[src/shared/adcc_pkg.sv]
// constants and types shared by the converter control block
// Functional notes
// - flag sets per conversion, cleared by control writes or low result read
// - with interrupt enabled the flag reads zero and an interrupt is raised
// - interrupt drops on result 0 high or low byte read or status/control write
// - reset clears flag, interrupt enable and continuous bit
// - continuous bit repeats conversions, otherwise one conversion per start, or one per channel with scan on
// - channel codes 0 to 7 select port A pins 0 to 7
// - reserved channel codes give an undefined result
// - codes 29 and 30 pick internal references, 31 powers off
// - prescaler divides by 1, 2, 4, 8 or 16
// - clock select one is bus clock, zero oscillator, reset oscillator
// - justification codes truncated, right, left, left signed; reset right
// - registers decoded at indices 0x57 to 0x5E
// - status/control write starts a conversion of 16 to 17 converter clocks
// - high byte read freezes low byte until read, except truncated; control writes release it
// - result bits placed per justification, sign mode inverts bit nine
// - auto-scan counter restarts on status/control write, runs channels up to limit, or cycles through all four when continuous
package adcc_pkg;
  localparam int          ADDR_W        = 10;
  // register indices; byte address is four times the index
  localparam logic [7:0]  IDX_SCR       = 8'h57;
  localparam logic [7:0]  IDX_CLK       = 8'h58;
  localparam logic [7:0]  IDX_R0_HI     = 8'h59;
  localparam logic [7:0]  IDX_R0_LO     = 8'h5A;
  localparam logic [7:0]  IDX_R1        = 8'h5B;
  localparam logic [7:0]  IDX_R2        = 8'h5C;
  localparam logic [7:0]  IDX_R3        = 8'h5D;
  localparam logic [7:0]  IDX_SCAN      = 8'h5E;
  // status/control fields
  localparam int          SCR_DONE_B    = 7;
  localparam int          SCR_IEN_B     = 6;
  localparam int          SCR_CONT_B    = 5;
  // clock control fields
  localparam int          CLK_DIV_B     = 5;
  localparam int          CLK_SEL_B     = 4;
  localparam int          CLK_MODE_B    = 2;
  // scan control fields
  localparam int          SCAN_EN_B     = 2;
  localparam logic [4:0]  CHAN_RST      = 5'h1F;
  localparam logic [4:0]  CHAN_OFF      = 5'h1F;
  localparam logic [2:0]  DIV_RST       = 3'h0;
  localparam logic [1:0]  MODE_TRUNC    = 2'h0;
  localparam logic [1:0]  MODE_RIGHT    = 2'h1;
  localparam logic [1:0]  MODE_LEFT     = 2'h2;
  localparam logic [1:0]  MODE_SIGN     = 2'h3;
  localparam logic [3:0]  CONV_TICKS    = 4'hF;
  typedef enum logic [1:0] {
    ST_IDLE = 2'h0,
    ST_SYNC = 2'h1,
    ST_CONV = 2'h3,
    ST_DONE = 2'h2
  } adcc_state_type;
endpackage

[src/shared/adcc_if.sv]
// signals between the control core and its prescaler and formatter
interface adcc_if;
  logic       src_tick;
  logic [2:0] div_code;
  logic       conv_tick;
  logic [9:0] raw;
  logic [1:0] mode;
  logic [7:0] res_hi;
  logic [7:0] res_lo;
  modport pre (input src_tick, input div_code, output conv_tick);
  modport fmt (input raw, input mode, output res_hi, output res_lo);
  modport ctl (output src_tick, output div_code, input conv_tick,
               output raw, output mode, input res_hi, input res_lo);
endinterface

[src/verilog/adcc_format.sv]
// places the 10-bit result into high and low bytes per justification
module adcc_format (
  adcc_if.fmt ifc
);
  always_comb begin
    ifc.res_hi = 8'h00;
    ifc.res_lo = 8'h00;
    case (ifc.mode)
      adcc_pkg::MODE_TRUNC: begin
        ifc.res_lo = ifc.raw[9:2];
      end
      adcc_pkg::MODE_RIGHT: begin
        ifc.res_hi = {6'h00, ifc.raw[9:8]};
        ifc.res_lo = ifc.raw[7:0];
      end
      adcc_pkg::MODE_LEFT: begin
        ifc.res_hi = ifc.raw[9:2];
        ifc.res_lo = {ifc.raw[1:0], 6'h00};
      end
      default: begin
        ifc.res_hi = {~ifc.raw[9], ifc.raw[8:2]};
        ifc.res_lo = {ifc.raw[1:0], 6'h00};
      end
    endcase
  end
endmodule

[src/verilog/adcc_prescale.sv]
// converter clock prescaler: one tick per 1, 2, 4, 8 or 16 source ticks
module adcc_prescale #(
  parameter int CNT_W = 4
) (
  input  wire logic i_clk,
  input  wire logic i_rst_n,
  adcc_if.pre       ifc
);
  typedef struct packed {
    logic [CNT_W-1:0] cnt;
    logic             tick;
  } adcc_pre_type;
  adcc_pre_type s_q, s_d;
  logic [CNT_W-1:0] last;

  if (CNT_W < 4) begin : g_width_check
    $error("prescaler counter too narrow for divide by 16");
  end

  always_comb begin
    // top bit set means divide by 16 whatever the low bits say
    if (ifc.div_code[2]) begin
      last = CNT_W'(15);
    end else begin
      last = CNT_W'((1 << ifc.div_code[1:0]) - 1);
    end
    s_d = s_q;
    s_d.tick = 1'b0;
    if (ifc.src_tick) begin
      if (s_q.cnt >= last) begin
        s_d.cnt  = '0;
        s_d.tick = 1'b1;
      end else begin
        s_d.cnt = s_q.cnt + CNT_W'(1);
      end
    end
  end

  always_ff @(posedge i_clk or negedge i_rst_n) begin
    if (!i_rst_n) begin
      s_q <= '0;
    end else begin
      s_q <= s_d;
    end
  end

  assign ifc.conv_tick = s_q.tick;
endmodule

[src/verilog/adcc_top.sv]
// converter control: registers on APB, conversion sequencing, scan, results
module adcc_top (
  input  wire logic        I_REF_CLK,
  input  wire logic        I_RST_N,
  input  wire logic        I_PSEL,
  input  wire logic        I_PENABLE,
  input  wire logic        I_PWRITE,
  input  wire logic [9:0]  I_PADDR,
  input  wire logic [31:0] I_PWDATA,
  output logic      [31:0] O_PRDATA,
  output logic             O_PREADY,
  output logic             O_PSLVERR,
  input  wire logic        I_OSC_CLK,
  input  wire logic [9:0]  I_CORE_DATA,
  output logic      [4:0]  O_MUX_SEL,
  output logic             O_POWER_DOWN,
  output logic             O_CONV_START,
  output logic             O_CONV_STROBE,
  output logic             O_BUSY,
  output logic             O_IRQ
);
  typedef struct packed {
    logic [1:0]              osc_s;
    logic                    osc_prev;
    adcc_pkg::adcc_state_type st;
    logic [3:0]              tick_cnt;
    logic [1:0]              scan_cnt;
    logic                    start;
    logic                    ien;
    logic                    cont;
    logic                    done;
    logic                    irq;
    logic                    lock;
    logic [4:0]              chan;
    logic [2:0]              div;
    logic                    clk_sel;
    logic [1:0]              mode;
    logic                    scan_en;
    logic [1:0]              scan_lim;
    logic [7:0]              r0_hi;
    logic [7:0]              r0_lo;
    logic [7:0]              r1;
    logic [7:0]              r2;
    logic [7:0]              r3;
    logic [31:0]             rdata;
    logic                    slverr;
  } adcc_regs_type;

  adcc_regs_type s_q, s_d;
  adcc_if        lnk ();

  logic       setup;
  logic       wr;
  logic       rd;
  logic [7:0] idx;
  logic       hit;
  logic       wr_scr;
  logic       wr_clk;
  logic       rd_hi0;
  logic       rd_lo0;
  logic       rd_lo_any;
  logic       go;
  logic       again;
  logic [7:0] rv;

  adcc_prescale #(
    .CNT_W   (4)
  ) u_pre (
    .i_clk   (I_REF_CLK),
    .i_rst_n (I_RST_N),
    .ifc     (lnk.pre)
  );

  adcc_format u_fmt (
    .ifc (lnk.fmt)
  );

  // bus clock ticks every cycle; oscillator ticks on its synchronised edge
  assign lnk.src_tick = s_q.clk_sel | (s_q.osc_s[1] & ~s_q.osc_prev);
  assign lnk.div_code = s_q.div;
  assign lnk.raw      = I_CORE_DATA;
  assign lnk.mode     = s_q.mode;

  assign idx       = I_PADDR[9:2];
  assign setup     = I_PSEL & ~I_PENABLE;
  assign wr        = I_PSEL & I_PENABLE & I_PWRITE;
  assign rd        = I_PSEL & I_PENABLE & ~I_PWRITE;
  assign wr_scr    = wr && idx == adcc_pkg::IDX_SCR;
  assign wr_clk    = wr && idx == adcc_pkg::IDX_CLK;
  assign rd_hi0    = rd && idx == adcc_pkg::IDX_R0_HI;
  assign rd_lo0    = rd && idx == adcc_pkg::IDX_R0_LO;
  assign rd_lo_any = rd && idx >= adcc_pkg::IDX_R0_LO && idx <= adcc_pkg::IDX_R3;

  // scan mode ignores the channel field, so power-off only blocks single mode
  assign go = wr_scr &&
              (s_q.scan_en || I_PWDATA[4:0] != adcc_pkg::CHAN_OFF);

  // read value, decoded in the setup phase
  always_comb begin
    hit = 1'b1;
    rv  = 8'h00;
    if (idx == adcc_pkg::IDX_SCR) begin
      // flag is hidden while interrupts are enabled
      rv = {s_q.done & ~s_q.ien, s_q.ien, s_q.cont, s_q.chan};
    end else if (idx == adcc_pkg::IDX_CLK) begin
      rv = {s_q.div, s_q.clk_sel, s_q.mode, 2'h0};
    end else if (idx == adcc_pkg::IDX_R0_HI) begin
      rv = s_q.r0_hi;
    end else if (idx == adcc_pkg::IDX_R0_LO) begin
      rv = s_q.r0_lo;
    end else if (idx == adcc_pkg::IDX_R1) begin
      rv = s_q.r1;
    end else if (idx == adcc_pkg::IDX_R2) begin
      rv = s_q.r2;
    end else if (idx == adcc_pkg::IDX_R3) begin
      rv = s_q.r3;
    end else if (idx == adcc_pkg::IDX_SCAN) begin
      rv = {5'h00, s_q.scan_en, s_q.scan_lim};
    end else begin
      hit = 1'b0;
    end
  end

  // another conversion follows when continuous, or while the scan has channels left
  assign again = s_q.cont ||
                 (s_q.scan_en && s_q.scan_cnt != s_q.scan_lim);

  always_comb begin
    s_d = s_q;
    s_d.osc_s    = {s_q.osc_s[0], I_OSC_CLK};
    s_d.osc_prev = s_q.osc_s[1];
    s_d.start    = 1'b0;
    if (setup) begin
      s_d.rdata  = {24'h000000, rv};
      s_d.slverr = ~hit;
    end

    // clears first, so that a completion in the same cycle wins below
    if (wr_scr) begin
      s_d.ien  = I_PWDATA[adcc_pkg::SCR_IEN_B];
      s_d.cont = I_PWDATA[adcc_pkg::SCR_CONT_B];
      s_d.chan = I_PWDATA[4:0];
      s_d.done = 1'b0;
      s_d.irq  = 1'b0;
      s_d.lock = 1'b0;
    end
    if (wr_clk) begin
      s_d.div     = I_PWDATA[adcc_pkg::CLK_DIV_B +: 3];
      s_d.clk_sel = I_PWDATA[adcc_pkg::CLK_SEL_B];
      s_d.mode    = I_PWDATA[adcc_pkg::CLK_MODE_B +: 2];
      s_d.done    = 1'b0;
      s_d.lock    = 1'b0;
    end
    if (wr && idx == adcc_pkg::IDX_SCAN) begin
      s_d.scan_en  = I_PWDATA[adcc_pkg::SCAN_EN_B];
      s_d.scan_lim = I_PWDATA[1:0];
    end
    if (rd_lo_any) begin
      s_d.done = 1'b0;
    end
    if (rd_lo0) begin
      s_d.lock = 1'b0;
    end
    if (rd_hi0 || rd_lo0) begin
      s_d.irq = 1'b0;
    end
    // truncated mode has no interlock between the bytes
    if (rd_hi0 && s_q.mode != adcc_pkg::MODE_TRUNC) begin
      s_d.lock = 1'b1;
    end

    case (s_q.st)
      adcc_pkg::ST_IDLE: begin
      end
      adcc_pkg::ST_SYNC: begin
        // the wait for the first converter tick is the fractional cycle
        if (lnk.conv_tick) begin
          s_d.st       = adcc_pkg::ST_CONV;
          s_d.tick_cnt = 4'h0;
          s_d.start    = 1'b1;
        end
      end
      adcc_pkg::ST_CONV: begin
        if (lnk.conv_tick) begin
          if (s_q.tick_cnt == adcc_pkg::CONV_TICKS) begin
            s_d.st = adcc_pkg::ST_DONE;
          end else begin
            s_d.tick_cnt = s_q.tick_cnt + 4'h1;
          end
        end
      end
      default: begin
        // result 0 values that arrive while its low byte is frozen are dropped
        if (s_q.scan_en) begin
          case (s_q.scan_cnt)
            2'h0: begin
              if (!s_q.lock) begin
                s_d.r0_lo = lnk.res_lo;
              end
            end
            2'h1: s_d.r1 = lnk.res_lo;
            2'h2: s_d.r2 = lnk.res_lo;
            default: s_d.r3 = lnk.res_lo;
          endcase
        end else if (!s_q.lock) begin
          s_d.r0_hi = lnk.res_hi;
          s_d.r0_lo = lnk.res_lo;
        end
        if (s_q.ien) begin
          s_d.irq = 1'b1;
        end else begin
          s_d.done = 1'b1;
        end
        if (again) begin
          s_d.st = adcc_pkg::ST_SYNC;
          if (s_q.scan_en) begin
            s_d.scan_cnt = s_q.scan_cnt + 2'h1;
          end
        end else begin
          s_d.st = adcc_pkg::ST_IDLE;
        end
      end
    endcase

    // a status/control write aborts any conversion in flight and restarts it unless it powers off
    if (wr_scr) begin
      s_d.scan_cnt = 2'h0;
      if (go) begin
        s_d.st = adcc_pkg::ST_SYNC;
      end else begin
        s_d.st = adcc_pkg::ST_IDLE;
      end
    end
  end

  always_ff @(posedge I_REF_CLK or negedge I_RST_N) begin
    if (!I_RST_N) begin
      s_q          <= '0;
      s_q.st       <= adcc_pkg::ST_IDLE;
      s_q.chan     <= adcc_pkg::CHAN_RST;
      s_q.div      <= adcc_pkg::DIV_RST;
      s_q.clk_sel  <= 1'b0;
      s_q.mode     <= adcc_pkg::MODE_RIGHT;
    end else begin
      s_q <= s_d;
    end
  end

  always_comb begin
    if (s_q.scan_en) begin
      O_MUX_SEL = {3'h0, s_q.scan_cnt};
    end else begin
      // reserved codes reach the mux unchanged; the core's answer to them is undefined
      O_MUX_SEL = s_q.chan;
    end
  end

  assign O_POWER_DOWN  = ~s_q.scan_en && s_q.chan == adcc_pkg::CHAN_OFF;
  assign O_CONV_START  = s_q.start;
  assign O_CONV_STROBE = lnk.conv_tick &&
                         (s_q.st == adcc_pkg::ST_CONV || s_q.st == adcc_pkg::ST_SYNC);
  assign O_BUSY        = s_q.st != adcc_pkg::ST_IDLE;
  assign O_IRQ         = s_q.irq;
  assign O_PRDATA      = s_q.rdata;
  assign O_PSLVERR     = s_q.slverr & I_PSEL & I_PENABLE;
  assign O_PREADY      = 1'b1;
endmodule
[config.mk]
export PLATFORM = sky130hd
export DESIGN_NAME = adcc_top
export DESIGN_NICKNAME = d
export VERILOG_FILES = /design/src/shared/adcc_pkg.sv /design/src/shared/adcc_if.sv /design/src/verilog/adcc_format.sv /design/src/verilog/adcc_prescale.sv /design/src/verilog/adcc_top.sv
export SDC_FILE = /design/constraint.sdc
export NUM_CORES = 1
export LEC_CHECK = 0
export BUFFER_PORTS_ARGS = -buffer_cell sky130_fd_sc_hd__buf_4
export CAP_MARGIN = 20
export CELL_PAD_IN_SITES_DETAIL_PLACEMENT = 0
export CELL_PAD_IN_SITES_GLOBAL_PLACEMENT = 1
export CORE_ASPECT_RATIO = 1.75
export CORE_MARGIN = 5
export CORE_UTILIZATION = 30
export DETAILED_ROUTE_END_ITERATION = 12
export GPL_ROUTABILITY_DRIVEN = 1
export PLACE_DENSITY = 0.68
export SETUP_SLACK_MARGIN = 0.05
export SLEW_MARGIN = 25
export SYNTH_ARGS = -nofsm -noshare
export SYNTH_HDL_FRONTEND = slang
export SYNTH_HIERARCHICAL = 1
export SYNTH_SLANG_ARGS = --single-unit
[constraint.sdc]
create_clock -name I_REF_CLK -period 2.5 [get_ports I_REF_CLK]
set_input_delay 0.25 -clock I_REF_CLK [delete_from_list [all_inputs] [get_ports I_REF_CLK]]
set_output_delay 0.25 -clock I_REF_CLK [all_outputs]
set_load 0.02 [all_outputs]
==> impl_metrics.py <==
metrics = {
    "status": {
        "status": "finished clean",
    },
    "synthesis": {
        "synthFlopType": "dfrtp_1",
        "syn-cell-area_um2": 4810,
        "yosys-top-cells-area": "dfrtp_1, mux2_2, buf_4",
        "synth_top_area_share": 0.411,
        "avgSynthCellArea_um2": 10.5,
        "synth_seq_cells": 85,
        "synthCells": 458,
        "synth_edf_count": 0,
        "synth.yosys.seq_area_share": 0.444,
        "synthArstFlopShare": 1.00,
        "post-synth-top-area-cell": "dfrtp_1",
        "ys_warn_count": 6,
        "synthDistinctLibCells": 59,
    },
    "setup_path": {
        "r2r-start": "s_q[75]",
        "required_ns": 2.72,
        "cp_data_arrival_time_ns": 2.08,
        "timing.rr.end": "s_q[52]",
        "worstSetupEndpointType": "flip-flop",
        "crit_type": "reg2reg",
        "cp_max_fo": 10,
        "ff2ff_path_depth": 4,
        "ff2ff_setup_slack_ns": 0.64,
        "start_kind": "flip-flop",
    },
    "timing": {
        "grt_setup_unrepaired": "false",
        "period_share": 0.745,
        "fin_skew_ns": 0.00752,
        "tightest_slew_ns": 0.719,
        "slew_headroom": 0.521,
        "final.setup.tns_ns": 0,
        "slew_viol_final": 0,
        "clock.fmax_mhz": 537,
        "setup_viol": 0,
        "hold_viol": 0,
        "period_needed_ns": 1.86,
    },
    "detailed_routing": {
        "drtIter0Drc": 160,
        "first_pass_iters": 4,
        "num_vias": 3412,
        "vias_per_cell": 4.96,
        "antenna_left": 0,
        "drc_errors": 0,
        "top_layer": "met4",
        "routed-wl-met2_um": 7110,
        "wl_met3_um": 547,
        "met1_length_um": 4480,
        "routedWlPerCell_um": 18.0,
        "drt-total-wl_um": 12400,
    },
    "clock_tree": {
        "cts_sinks": 85,
        "path_clk_slew_ns": 0.07,
        "htreeDepth": 3,
        "worstSkewPairLatency_ns": 0.34,
        "cts_tree": "done",
        "max-clock-path-buffers": 2,
        "numCtsBuffers": 9,
        "cts-root-buf": "clkbuf_16",
    },
    "power": {
        "p_leak_nw": 2.48,
        "power.density_nw_per_um2": 661,
        "ir_drop_mv": 0.364,
    },
    "finish": {
        "diodes": 0,
        "multi_input_area_um2": 2310,
        "regArea_um2": 2130,
        "drive_gt1_frac": 0.295,
        "final_util": 0.348,
        "fillers": 1562,
        "final_common_cell": "dfrtp_1",
        "fin_nets": 562,
        "area_growth_pct": 14.3,
        "layout_common_cells": "dfrtp_1, mux2_2, buf_4",
    },
    "die": {
        "io_pins": 102,
        "fp.dieW_um": 106,
        "die_area_um2": 18800,
        "core.rowCount": 61,
        "coreArea_um2": 15800,
        "start_util": 0.304,
        "die_h_um": 177,
    },
    "global_routing": {
        "grt_overflow": 0,
        "antenna_found_initial": 0,
        "grt_pass1_vias": 3576,
        "grt_pass1_wl_um": 19900,
        "grt_use_total": 0.138,
        "grt_max_degree": 44,
    },
    "worst_hold_path": {
        "hold_end": "lnk.div_code[2]",
        "min_path_type": "in2reg",
        "hold_path.startpoint": "I_PWDATA[7]",
        "min_delay_path_depth": 2,
    },
    "flow_run": {
        "maxCapViolations": 0,
    },
    "placement": {
        "gp_congestion": 0.831,
        "hpwl_um": 9810,
        "numPortBuffers": 50,
    },
}
## cells in the mapped netlist (all sizes together) (4+ instances only)
cell type / n
nand2: 27
nor2b: 10
nor3b: 4
and2: 9
o21ai: 22
o22ai: 7
xnor2: 4
clkbuf: 5
mux2: 58
buf: 51
nor2: 30
a22o: 5
a21oi: 23
mux2i: 15
dfrtp: 79
a21o: 5
inv: 17
nor3: 6
nand2b: 7
dfstp: 6
a221oi: 5
nand3: 10
and3: 6
ha: 10
## state kept, by name, indices dropped and copies added, names as in the netlist
signal               cells
O_CONV_START             1
u_pre/s_q                4
O_PRDATA                 8
s_q                     63
lnk.mode                 2
s_d                      2
O_IRQ                    1
u_pre/ifc.conv_tick      1
lnk.div_code             3
## metrics by stage
stage                     instance area [um^2]  setup WS (ns)  instances  power (mW)  hold slack (ns)
after global placement                    5180          0.550        670        2.29            0.281
after global routing                      5500          0.479        688        3.83            0.132
after detailed placement                  5180          0.521        670        2.32            0.292
after CTS                                 5490          0.631        687        3.68         0.000464
after floorplan                           4890          0.828        481        2.12          -0.0456
final                                     5500          0.636        688        3.63            0.144
## critical path: stages, from the launching register on
cell,delay (ns)
dfrtp_1,0.59
inv_1,0.17
nor2_1,0.24
nand2_1,0.34
mux2_2,0.39
## cell type report
| type | instances | area share |
|---|---|---|
| well taps | 189 | 0.0430 |
| inverters | 17 | 0.0116 |
| multi-input cells | 323 | 0.420 |
| clock inverters | 5 | 0.0107 |
| flip-flops and latches | 85 | 0.388 |
| repair buffers | 58 | 0.0824 |
| clock buffers | 11 | 0.0442 |
## what timing repair did
item                                   4_1_cts  5_1_grt
gates resized for setup                      0        0
endpoints found under the hold margin       42        1
setup buffers                                0        0
hold buffers                                 1        1
## layer usage
| layer | track usage | vias to the layer above |
|---|---|---|
| met5 | 0 | - |
| met2 | 0.273 | 81 |
| met1 | 0.139 | 1678 |
| met4 | 0.0502 | 0 |
| li1 | - | 1638 |
| met3 | 0.0288 | 15 |
## logic make-up after synthesis
kind of cell             after synthesis  synth area share
multiplexers                          73             0.167
buffers and inverters                 73            0.0939
flip-flops                            85             0.444
AND/OR/NAND/NOR                      120             0.134
other                                  2           0.00156
XOR/XNOR                               5           0.00911
adder cells (fa/ha/maj)               10            0.0260
AO/OA/AOI/OAI                         90             0.124
## worst max path at each step
stage | depth (start not counted) | from | endpoint
after detailed placement | 4 | I_PADDR[9] | s_q[90]
after global placement | 4 | I_PADDR[9] | s_q[90]
after CTS | 4 | s_q[75] | s_q[52]
after floorplan | 6 | lnk.div_code[2] | u_pre/s_q[3]
final | 4 | s_q[75] | s_q[52]
after global routing | 4 | s_q[75] | s_q[52]
## report_power, final
| group | total [mW] | switching, mW | leakage [nW] | internal, mW |
|---|---|---|---|---|
| Sequential | 1.68 | 0.128 | 1.03 | 1.56 |
| Combinational | 0.603 | 0.327 | 1.30 | 0.275 |
| Clock | 1.35 | 0.544 | 0.142 | 0.803 |
| Total | 3.63 | 1.00 | 2.48 | 2.63 |
Note: power is estimated with default switching activity, not from simulation.
